===== config.mk =====
export PLATFORM = sky130hd
export DESIGN_NAME = fnvc_nvm_ctrl
export DESIGN_NICKNAME = d
export VERILOG_FILES = /design/src/verilog/fnvc_pkg.sv /design/src/verilog/fnvc_nvm_ctrl.sv
export VERILOG_INCLUDE_DIRS = /design/src /design/src/verilog
export SDC_FILE = /design/constraint.sdc
export NUM_CORES = 1
export LEC_CHECK = 0
export BUFFER_PORTS_ARGS = -buffer_cell sky130_fd_sc_hd__buf_2
export CAP_MARGIN = 20
export CORE_ASPECT_RATIO = 0.9
export CORE_MARGIN = 3
export CORE_UTILIZATION = 40
export CTS_CLUSTER_DIAMETER = 80
export CTS_CLUSTER_SIZE = 12
export DETAILED_ROUTE_END_ITERATION = 10
export PLACE_DENSITY = 0.71
export SLEW_MARGIN = 25
export SYNTH_ARGS = -nofsm -noshare
export SYNTH_HDL_FRONTEND = slang
export SYNTH_SLANG_ARGS = --single-unit

===== constraint.sdc =====
create_clock -name sys_clk -period 4.1 [get_ports sys_clk]
set_clock_uncertainty 0.15 [all_clocks]
set_input_delay 0.41 -clock sys_clk [delete_from_list [all_inputs] [get_ports sys_clk]]
set_output_delay 0.41 -clock sys_clk [all_outputs]
set_load 0.05 [all_outputs]

===== src/verilog/fnvc_params.svh =====
// Constants of the flash non-volatile configuration controller.
// Assumes a 40 MHz system clock; included by the package and the design.
`ifndef FNVC_PARAMS_SVH
`define FNVC_PARAMS_SVH
`define FNVC_CLK_HZ 40000000
// Register word offsets on the Avalon word bus.
`define FNVC_OFF_CMD 4'h0
`define FNVC_OFF_STATUS 4'h1
`define FNVC_OFF_NVBITS 4'h2
`define FNVC_OFF_CALIB 4'h3
`define FNVC_OFF_LOCK 4'h4
`define FNVC_OFF_BUFADDR 4'h5
`define FNVC_OFF_BUFDATA 4'h6
// Command codes written to the command register bits 7:0.
`define FNVC_CMD_PROG 8'h01
`define FNVC_CMD_PROG_NOERASE 8'h02
`define FNVC_CMD_FULL_ERASE 8'h08
`define FNVC_CMD_SET_PROT 8'h0B
`define FNVC_CMD_SET_NVBIT 8'h0C
`define FNVC_CMD_CLR_NVBIT 8'h0D
`define FNVC_CMD_SET_LOCK 8'h0E
`define FNVC_CMD_CLR_LOCK 8'h0F
// Non-volatile bit positions.
`define FNVC_NV_BROWNOUT_EN 0
`define FNVC_NV_BROWNOUT_RST 1
`define FNVC_NV_BOOT_FLASH 2
// Reset values.
`define FNVC_NV_RESET 3'h0
`define FNVC_CALIB_RESET 16'h5A3C
// Timing in microseconds, as printed, and derived counts.
`define FNVC_PROG_US 6000
`define FNVC_PROG_NOERASE_US 3000
`define FNVC_FULL_ERASE_US 15000
`define FNVC_ERASE_PIN_US 200000
`define FNVC_US_CYCLES(us) ((us) * (`FNVC_CLK_HZ / 1000000))
`endif


===== src/verilog/fnvc_pkg.sv =====
// Types of the flash non-volatile configuration controller.
// Assumes fnvc_params.svh is on the include path.
`include "fnvc_params.svh"
package fnvc_pkg;
  typedef enum logic [1:0] {
    FNVC_IDLE,
    FNVC_BUSY,
    FNVC_ERASE_PIN
  } fnvc_state_t;

  typedef struct packed {
    logic [3:0] address;
    logic read;
    logic write;
    logic [31:0] writedata;
  } fnvc_bus_req_t;

  typedef struct packed {
    logic [31:0] readdata;
    logic waitrequest;
  } fnvc_bus_rsp_t;

  typedef struct packed {
    logic [27:0] addr;
    logic remapped;
  } fnvc_fetch_t;

  typedef struct packed {
    logic flashSel;
    logic sramSel;
    logic romSel;
    logic abort;
  } fnvc_region_t;
endpackage

===== src/verilog/fnvc_nvm_ctrl.sv =====
// Flash non-volatile configuration controller: protection, general purpose
// non-volatile bits, lock bits, page write buffer, timed commands, map decode.
// Assumes Avalon-MM master on sys_clk and an erase pin asynchronous to sys_clk.
`include "fnvc_params.svh"
module fnvc_nvm_ctrl #(
  parameter int LOCK_BITS = 32,
  parameter int BUF_WORDS = 64,
  parameter int PAGES_PER_BANK = 1024,
  parameter int PROG_CYCLES = `FNVC_US_CYCLES(`FNVC_PROG_US),
  parameter int PROG_NOERASE_CYCLES = `FNVC_US_CYCLES(`FNVC_PROG_NOERASE_US),
  parameter int ERASE_CYCLES = `FNVC_US_CYCLES(`FNVC_FULL_ERASE_US),
  parameter int ERASE_PIN_CYCLES = `FNVC_US_CYCLES(`FNVC_ERASE_PIN_US),
  parameter logic [15:0] CALIB_VALUE = `FNVC_CALIB_RESET
) (
  // Clock and reset.
  input wire logic sys_clk,
  input wire logic arst_n,
  // Avalon-MM register slave.
  input wire fnvc_pkg::fnvc_bus_req_t busReq,
  output fnvc_pkg::fnvc_bus_rsp_t busRsp,
  // External erase pin and processor fetch decode.
  input wire logic erasePin,
  input wire fnvc_pkg::fnvc_fetch_t fetch,
  output fnvc_pkg::fnvc_region_t region,
  // Configuration outputs.
  output logic brownoutDetectorEn,
  output logic brownoutResetEn,
  output logic readProtected,
  output logic [LOCK_BITS-1:0] lockBits,
  output logic [15:0] calibBits
);
  import fnvc_pkg::*;

  localparam int CW = 32;
  localparam int BW = $clog2(BUF_WORDS);
  localparam int PAGE_W = $clog2(2 * PAGES_PER_BANK);

  typedef struct packed {
    fnvc_state_t state;
    logic [CW-1:0] count;
    logic [CW-1:0] pinCount;
    logic [1:0] pinSync;
    logic erasePinSeen;
    logic eraseArmed;
    logic protect;
    logic [2:0] nvBits;
    logic [LOCK_BITS-1:0] lock;
    logic [BW-1:0] bufAddr;
    logic [PAGE_W-1:0] page;
    logic [7:0] cmd;
    logic cmdError;
    fnvc_bus_rsp_t rsp;
    fnvc_region_t region;
  } fnvc_regs_t;

  fnvc_regs_t r;
  fnvc_regs_t next_r;
  logic [31:0] pageBuf [BUF_WORDS];
  logic bufWrite;

  // ==========================================================================
  // Page write buffer.
  // ==========================================================================
  // The buffer is plain storage with no reset; software fills it before a command.
  always_ff @(posedge sys_clk) begin
    if (bufWrite) begin
      pageBuf[r.bufAddr] <= busReq.writedata;
    end
  end

  // ==========================================================================
  // Next-state logic.
  // ==========================================================================
  always_comb begin
    logic [7:0] op;
    logic [PAGE_W-1:0] arg;
    logic busy;
    logic lockHit;
    op = busReq.writedata[7:0];
    arg = busReq.writedata[8 +: PAGE_W];
    next_r = r;
    bufWrite = 1'b0;
    busy = (r.state != FNVC_IDLE);
    lockHit = r.lock[arg[PAGE_W-1 -: $clog2(LOCK_BITS)]];
    next_r.rsp.waitrequest = 1'b1;
    next_r.rsp.readdata = 32'h0000_0000;

    // Erase pin: two flip-flop synchroniser, then qualification count.
    next_r.pinSync = {r.pinSync[0], erasePin};
    if (!r.pinSync[1]) begin
      next_r.pinCount = '0;
      next_r.erasePinSeen = 1'b0;
    end else if (r.pinCount < CW'(ERASE_PIN_CYCLES)) begin
      next_r.pinCount = r.pinCount + CW'(1);
    end else if (!r.erasePinSeen) begin
      // Qualified assertion: clear bits 0 and 1, arm the erase.
      next_r.erasePinSeen = 1'b1;
      next_r.nvBits[`FNVC_NV_BROWNOUT_EN] = 1'b0;
      next_r.nvBits[`FNVC_NV_BROWNOUT_RST] = 1'b0;
      next_r.eraseArmed = 1'b1;
    end

    // Timed operations.
    case (r.state)
      FNVC_IDLE: begin
        if (r.eraseArmed) begin
          next_r.state = FNVC_ERASE_PIN;
          next_r.count = CW'(ERASE_CYCLES);
        end
      end
      FNVC_BUSY, FNVC_ERASE_PIN: begin
        if (r.count > CW'(1)) begin
          next_r.count = r.count - CW'(1);
        end else begin
          next_r.state = FNVC_IDLE;
          if (r.cmd == `FNVC_CMD_FULL_ERASE || r.state == FNVC_ERASE_PIN) begin
            next_r.lock = '0;
            if (r.eraseArmed) begin
              next_r.protect = 1'b0;
              next_r.eraseArmed = 1'b0;
            end
          end
        end
      end
      default: begin
        next_r.state = FNVC_IDLE;
      end
    endcase

    // Avalon slave: one wait cycle, answer on the second edge.
    // Writes act only at the edge where the master sees waitrequest low.
    if ((busReq.read || busReq.write) && r.rsp.waitrequest) begin
      next_r.rsp.waitrequest = 1'b0;
      if (busReq.read) begin
        case (busReq.address)
          `FNVC_OFF_STATUS:
            next_r.rsp.readdata = {28'h0, r.cmdError, r.eraseArmed, r.protect, busy};
          `FNVC_OFF_NVBITS: next_r.rsp.readdata = {29'h0, r.nvBits};
          `FNVC_OFF_CALIB: next_r.rsp.readdata = {16'h0, CALIB_VALUE};
          `FNVC_OFF_LOCK: next_r.rsp.readdata = 32'(r.lock);
          `FNVC_OFF_BUFADDR: next_r.rsp.readdata = 32'(r.bufAddr);
          default: next_r.rsp.readdata = 32'h0000_0000;
        endcase
      end
    end
    if (busReq.write && !busReq.read && !r.rsp.waitrequest) begin
      begin
        case (busReq.address)
          `FNVC_OFF_BUFADDR: next_r.bufAddr = busReq.writedata[BW-1:0];
          `FNVC_OFF_BUFDATA: begin
            bufWrite = 1'b1;
            next_r.bufAddr = r.bufAddr + BW'(1);
          end
          `FNVC_OFF_CMD: begin
            next_r.cmdError = 1'b0;
            if (busy || r.eraseArmed) begin
              next_r.cmdError = 1'b1;
            end else begin
              next_r.cmd = op;
              next_r.page = arg;
              case (op)
                `FNVC_CMD_SET_PROT: next_r.protect = 1'b1;
                `FNVC_CMD_SET_NVBIT: next_r.nvBits[arg[1:0]] = 1'b1;
                `FNVC_CMD_CLR_NVBIT: next_r.nvBits[arg[1:0]] = 1'b0;
                `FNVC_CMD_SET_LOCK: next_r.lock[arg[$clog2(LOCK_BITS)-1:0]] = 1'b1;
                `FNVC_CMD_CLR_LOCK: next_r.lock[arg[$clog2(LOCK_BITS)-1:0]] = 1'b0;
                `FNVC_CMD_PROG, `FNVC_CMD_PROG_NOERASE: begin
                  if (lockHit) begin
                    next_r.cmdError = 1'b1;
                  end else begin
                    next_r.state = FNVC_BUSY;
                    next_r.count = (op == `FNVC_CMD_PROG) ? CW'(PROG_CYCLES)
                        : CW'(PROG_NOERASE_CYCLES);
                  end
                end
                `FNVC_CMD_FULL_ERASE: begin
                  next_r.state = FNVC_BUSY;
                  next_r.count = CW'(ERASE_CYCLES);
                end
                default: next_r.cmdError = 1'b1;
              endcase
            end
          end
          default: begin
          end
        endcase
      end
    end

    // Address zero decode; 1 MB windows, abort above 0x003F_FFFF.
    next_r.region = '0;
    case (fetch.addr[27:20])
      8'h00: begin
        next_r.region.sramSel = fetch.remapped;
        next_r.region.flashSel = !fetch.remapped && r.nvBits[`FNVC_NV_BOOT_FLASH];
        next_r.region.romSel = !fetch.remapped && !r.nvBits[`FNVC_NV_BOOT_FLASH];
      end
      8'h01: next_r.region.flashSel = 1'b1;
      8'h02: next_r.region.sramSel = 1'b1;
      8'h03: next_r.region.romSel = 1'b1;
      default: next_r.region.abort = 1'b1;
    endcase
  end

  // ==========================================================================
  // State register.
  // ==========================================================================
  // Non-volatile bits live in flash cells; reset models power-up recall.
  always_ff @(posedge sys_clk or negedge arst_n) begin
    if (!arst_n) begin
      r <= '0;
      r.state <= FNVC_IDLE;
      r.nvBits <= `FNVC_NV_RESET;
      r.rsp.waitrequest <= 1'b1;
    end else begin
      r <= next_r;
    end
  end

  assign busRsp = r.rsp;
  assign region = r.region;
  assign brownoutDetectorEn = r.nvBits[`FNVC_NV_BROWNOUT_EN];
  assign brownoutResetEn = r.nvBits[`FNVC_NV_BROWNOUT_RST];
  assign readProtected = r.protect;
  assign lockBits = r.lock;
  assign calibBits = CALIB_VALUE;

  // ==========================================================================
  // Assertions.
  // ==========================================================================
  property p_prot_set;
    @(posedge sys_clk) disable iff (!arst_n)
    $rose(r.protect) |-> $past(busReq.write) && $past(busReq.writedata[7:0]) == `FNVC_CMD_SET_PROT;
  endproperty
  a_prot_set: assert property (p_prot_set) else $error("Protection set without command.");

  property p_prot_clr;
    @(posedge sys_clk) disable iff (!arst_n)
    $fell(r.protect) |-> $past(r.state) == FNVC_ERASE_PIN;
  endproperty
  a_prot_clr: assert property (p_prot_clr) else $error("Protection cleared without erase.");

  property p_bod;
    @(posedge sys_clk) disable iff (!arst_n)
    brownoutDetectorEn == r.nvBits[0] && brownoutResetEn == r.nvBits[1];
  endproperty
  a_bod: assert property (p_bod) else $error("Brownout enables disagree with bits.");

  property p_nv_cmd;
    @(posedge sys_clk) disable iff (!arst_n)
    $rose(r.nvBits[2]) |-> $past(busReq.write) && !$past(r.rsp.waitrequest);
  endproperty
  a_nv_cmd: assert property (p_nv_cmd) else $error("Boot bit set without a write.");

  property p_pin_clear;
    @(posedge sys_clk) disable iff (!arst_n)
    $rose(r.erasePinSeen) |=> !r.nvBits[0] && !r.nvBits[1];
  endproperty
  a_pin_clear: assert property (p_pin_clear) else $error("Erase pin left brownout on.");

  property p_pin_qual;
    @(posedge sys_clk) disable iff (!arst_n)
    $rose(r.erasePinSeen) |-> $past(r.pinSync[1], 2) && $past(r.pinCount) == CW'(ERASE_PIN_CYCLES);
  endproperty
  a_pin_qual: assert property (p_pin_qual) else $error("Erase pin acted unqualified.");

  property p_calib;
    @(posedge sys_clk) disable iff (!arst_n)
    calibBits == CALIB_VALUE;
  endproperty
  a_calib: assert property (p_calib) else $error("Calibration bits changed.");

  property p_abort;
    @(posedge sys_clk) disable iff (!arst_n)
    (fetch.addr[27:20] > 8'h03) |=> region.abort && !region.flashSel;
  endproperty
  a_abort: assert property (p_abort) else $error("Undefined area did not abort.");

  property p_boot;
    @(posedge sys_clk) disable iff (!arst_n)
    (fetch.addr[27:20] == 8'h00 && !fetch.remapped) |=> region.romSel == !$past(r.nvBits[2]);
  endproperty
  a_boot: assert property (p_boot) else $error("Boot mapping wrong.");

  property p_bus_ans;
    @(posedge sys_clk) disable iff (!arst_n)
    ($rose(busReq.read) || $rose(busReq.write)) |-> ##1 !busRsp.waitrequest;
  endproperty
  a_bus_ans: assert property (p_bus_ans) else $error("Bus answer late.");
endmodule


==> results.toml <==
[status]
status = "finished, final reports clean"

[sta]
layout_min_cycle_time_ns = 3.11
tns_ns = 0
setup_viol = 0
min_period_over_period_pct = 75.8
hold_viol = 0
slew-limit-headroom_pct = 43.6
max_slew.worst_pin.slew_ns = 0.846
rsz0062_at_grt = "no"
holdWs_ns = 0.0453
clock.fmax_ghz = 0.322
slew_violations = 0

[critical_path]
cp_common_cell = "or4_1"
end_kind = "flip-flop"
crit_type = "reg -> reg"
worstPathMaxFanout = 34
cp-start-kind = "flip-flop"
crit_chain = "or4_1, or2_1, or4_1, or4_1, buf_4, o21ai_0, nand2_1"
cpMaxStageDelayCell = "or4_1"
arrival_ns = 3.27
crit_required_ns = 4.26
cpLargestDelayFamily = "simple AND/OR/NAND/NOR gates"
critPathMaxStageDelay_ns = 0.57
cp_num_buf_inv = 1

[synth]
synth_area_um2 = 8910
ys_ff_latch = 158
yosysMostFrequentCell = "dfrtp_1"
synthCells = 985
async_reset_ff_share_pct = 100
netlist_top_cells_area = "dfrtp_1 (44%), buf_4 (7.2%), nand2_1 (4.1%), nand3_1 (3.3%), nor2_1 (3.0%)"
yosysTopAreaCellShare_pct = 44.1
avgSynthCellArea_um2 = 9.05
ys.flop_type = "dfrtp_1"
synth_edf_count = 0
synth_cell_types = 69
yosysWarnings = 0
synth_common_cells = "dfrtp_1 (157), nand2_1 (97), buf_4 (85)"
seq_area_frac_synth_pct = 44.4
synth_top_area_cell = "dfrtp_1"

[layout]
regArea_um2 = 3960
nets = 1092
multi_input_area_um2 = 4120
fillCellCount = 2056
drive_above_1_share_pct = 17.3
area_growth_pct = 10.3
post-route-cell-area_um2 = 9840

[die]
io_pins = 158
start_util_pct = 41.0
die_h_um = 148
num_rows = 51
coreArea_um2 = 21800
dieWidth_um = 163
dieArea_um2 = 24100

[grt]
grt_antenna_before_repair = 4
grt_pass1_wl_mm = 35.1
overflow = 0
grtUsageTotal_pct = 17.8
grt_max_degree = 90
grt_pass1_vias = 6840

[power]
internal_power_w = 0.00273
swShare_pct = 25.4
pwr-share-seq_pct = 46.8
power.leakage_nw = 4.18
power_frac_comb_pct = 8.2
p_sw_w = 0.000932
clock_power_share_pct = 45.0
p_total_w = 0.00366
peakVddDrop_v = 0.000338
power_density_nw_per_um2 = 372

[clocking]
clock_path_buffers = 2
cts_tree = "done"
cts_sinks = 158
holdBufCountCts = 3
numCtsBuffers = 17
cts_root_buf = "clkbuf_16"
post_cts_resized = 0
clk_pin_slew_ns = 0.06
htree_levels = 4
cts_setup_buffers = 0
clock_latency_ns = 0.43

[place]
placed_area_um2 = 9180
place_congestion = 0.878
numPortBuffers = 107
hpwl_mm = 14.9

[drt]
wire_per_inst_um = 16.3
vias = 7422
drc_errors = 0
ant_nets = 0
dr.pass1.iters = 5
drtIter0Drc = 658
drt_wl_total_mm = 21.6
via_per_inst = 5.62

[worst_hold_path]
hold_class = "in -> reg"

[run]
maxCapViolCount = 0
[metal layers]
layer  up-vias  track usage, %  share of wire [%]  wire length, um
met3        42            3.89                7.4             1590
met1      3571            24.7                 45             9690
met5         -               0              0.093               20
met4         4            6.60                2.1              454
met2       279            27.2                 46             9830
li1       3526               -                  -                -
[sequential cells by signal, indices dropped and copies added, names as in the netlist]
| register | cells |
|---|---|
| r | 85 |
| readProtected | 1 |
| lockBits | 32 |
| brownoutDetectorEn | 1 |
| region | 4 |
| busRsp | 33 |
| next_r | 1 |
| brownoutResetEn | 1 |
[final cells by class]
class / instances / area share, %
clock inverters: 14 / 1.84
flip-flops and latches: 158 / 40.2
diodes: 2 / 0.0509
multi-input cells: 696 / 41.9
clock buffers: 18 / 4.47
repair buffers: 127 / 7.24
well taps: 291 / 3.70
inverters: 15 / 0.572
[layout by cell type, fill, tap and decap left out, drive strengths merged, types with 5 or more instances in the layout]
master,instances
and2,38
nor2,72
o21a,7
a21oi,39
nor3b,5
clkbuf,18
a22oi,9
or4,10
dfrtp,157
inv,20
mux2,7
or3,12
buf,124
mux2i,19
xnor2,13
and3,8
nor3,27
a211oi,5
nand3,59
nor2b,8
nand4,10
o21ai,66
o31a,6
a311oi,7
or2,5
nand2b,13
a31oi,12
nand2,97
nand3b,7
nor4,38
conb,16
o31ai,10
ha,7
xor2,5
o311ai,5
[worst paths after layout]
check                                 startpoint                 endpoint  slack [ns]  cells after the start
max reg2reg                     r[163]$_DFF_PN0_  readProtected$_DFF_PN0_        0.99                      7
min reg2reg                next_r[102]$_DFF_PN0_         r[102]$_DFF_PN0_        0.20                      0
max                             r[163]$_DFF_PN0_  readProtected$_DFF_PN0_        0.99                      7
min                                    fetch[22]      region[3]$_DFF_PN0_        0.05                      2
max in group asynchronous                 arst_n       r[122]$_DFFE_PN0N_        2.49                      3
min in group asynchronous                 arst_n      region[1]$_DFF_PN0_        0.45                      2
[per-stage QoR]
stage	cells	utilization [%]	setup slack, ns
after floorplan	999	-	1.28
after global placement	1284	42.2	1.04
after detailed placement	1284	42.2	1.02
after CTS	1319	45.2	1.01
after global routing	1321	45.2	0.732
final	1321	45.2	0.991
[kinds of logic (layout without fill, tap and decap cells)]
logic type / Yosys count / count (layout) / synth area share [%]
and+or+nand+nor: 423 / 423 / 24.8
AOI/OAI and AO/OA: 206 / 206 / 14.9
DFF: 158 / 158 / 44.4
buffers and inverters: 145 / 174 / 10.1
muxes: 26 / 26 / 3.02
xor gates and xnor gates: 18 / 18 / 1.77
adders and majority gates: 7 / 7 / 0.982
other: 2 / 18 / 0.0842
[power groups by stage]
stage          combinational [W]  clock, W  sequential [W]
2_1_floorplan           0.000224         0         0.00171
3_3_place_gp            0.000290         0         0.00174
3_5_place_dp            0.000298         0         0.00174
4_1_cts                 0.000303   0.00168         0.00171
5_1_grt                 0.000336   0.00175         0.00172
6_report                0.000301   0.00165         0.00171
(Power assumes the default switching activity.)
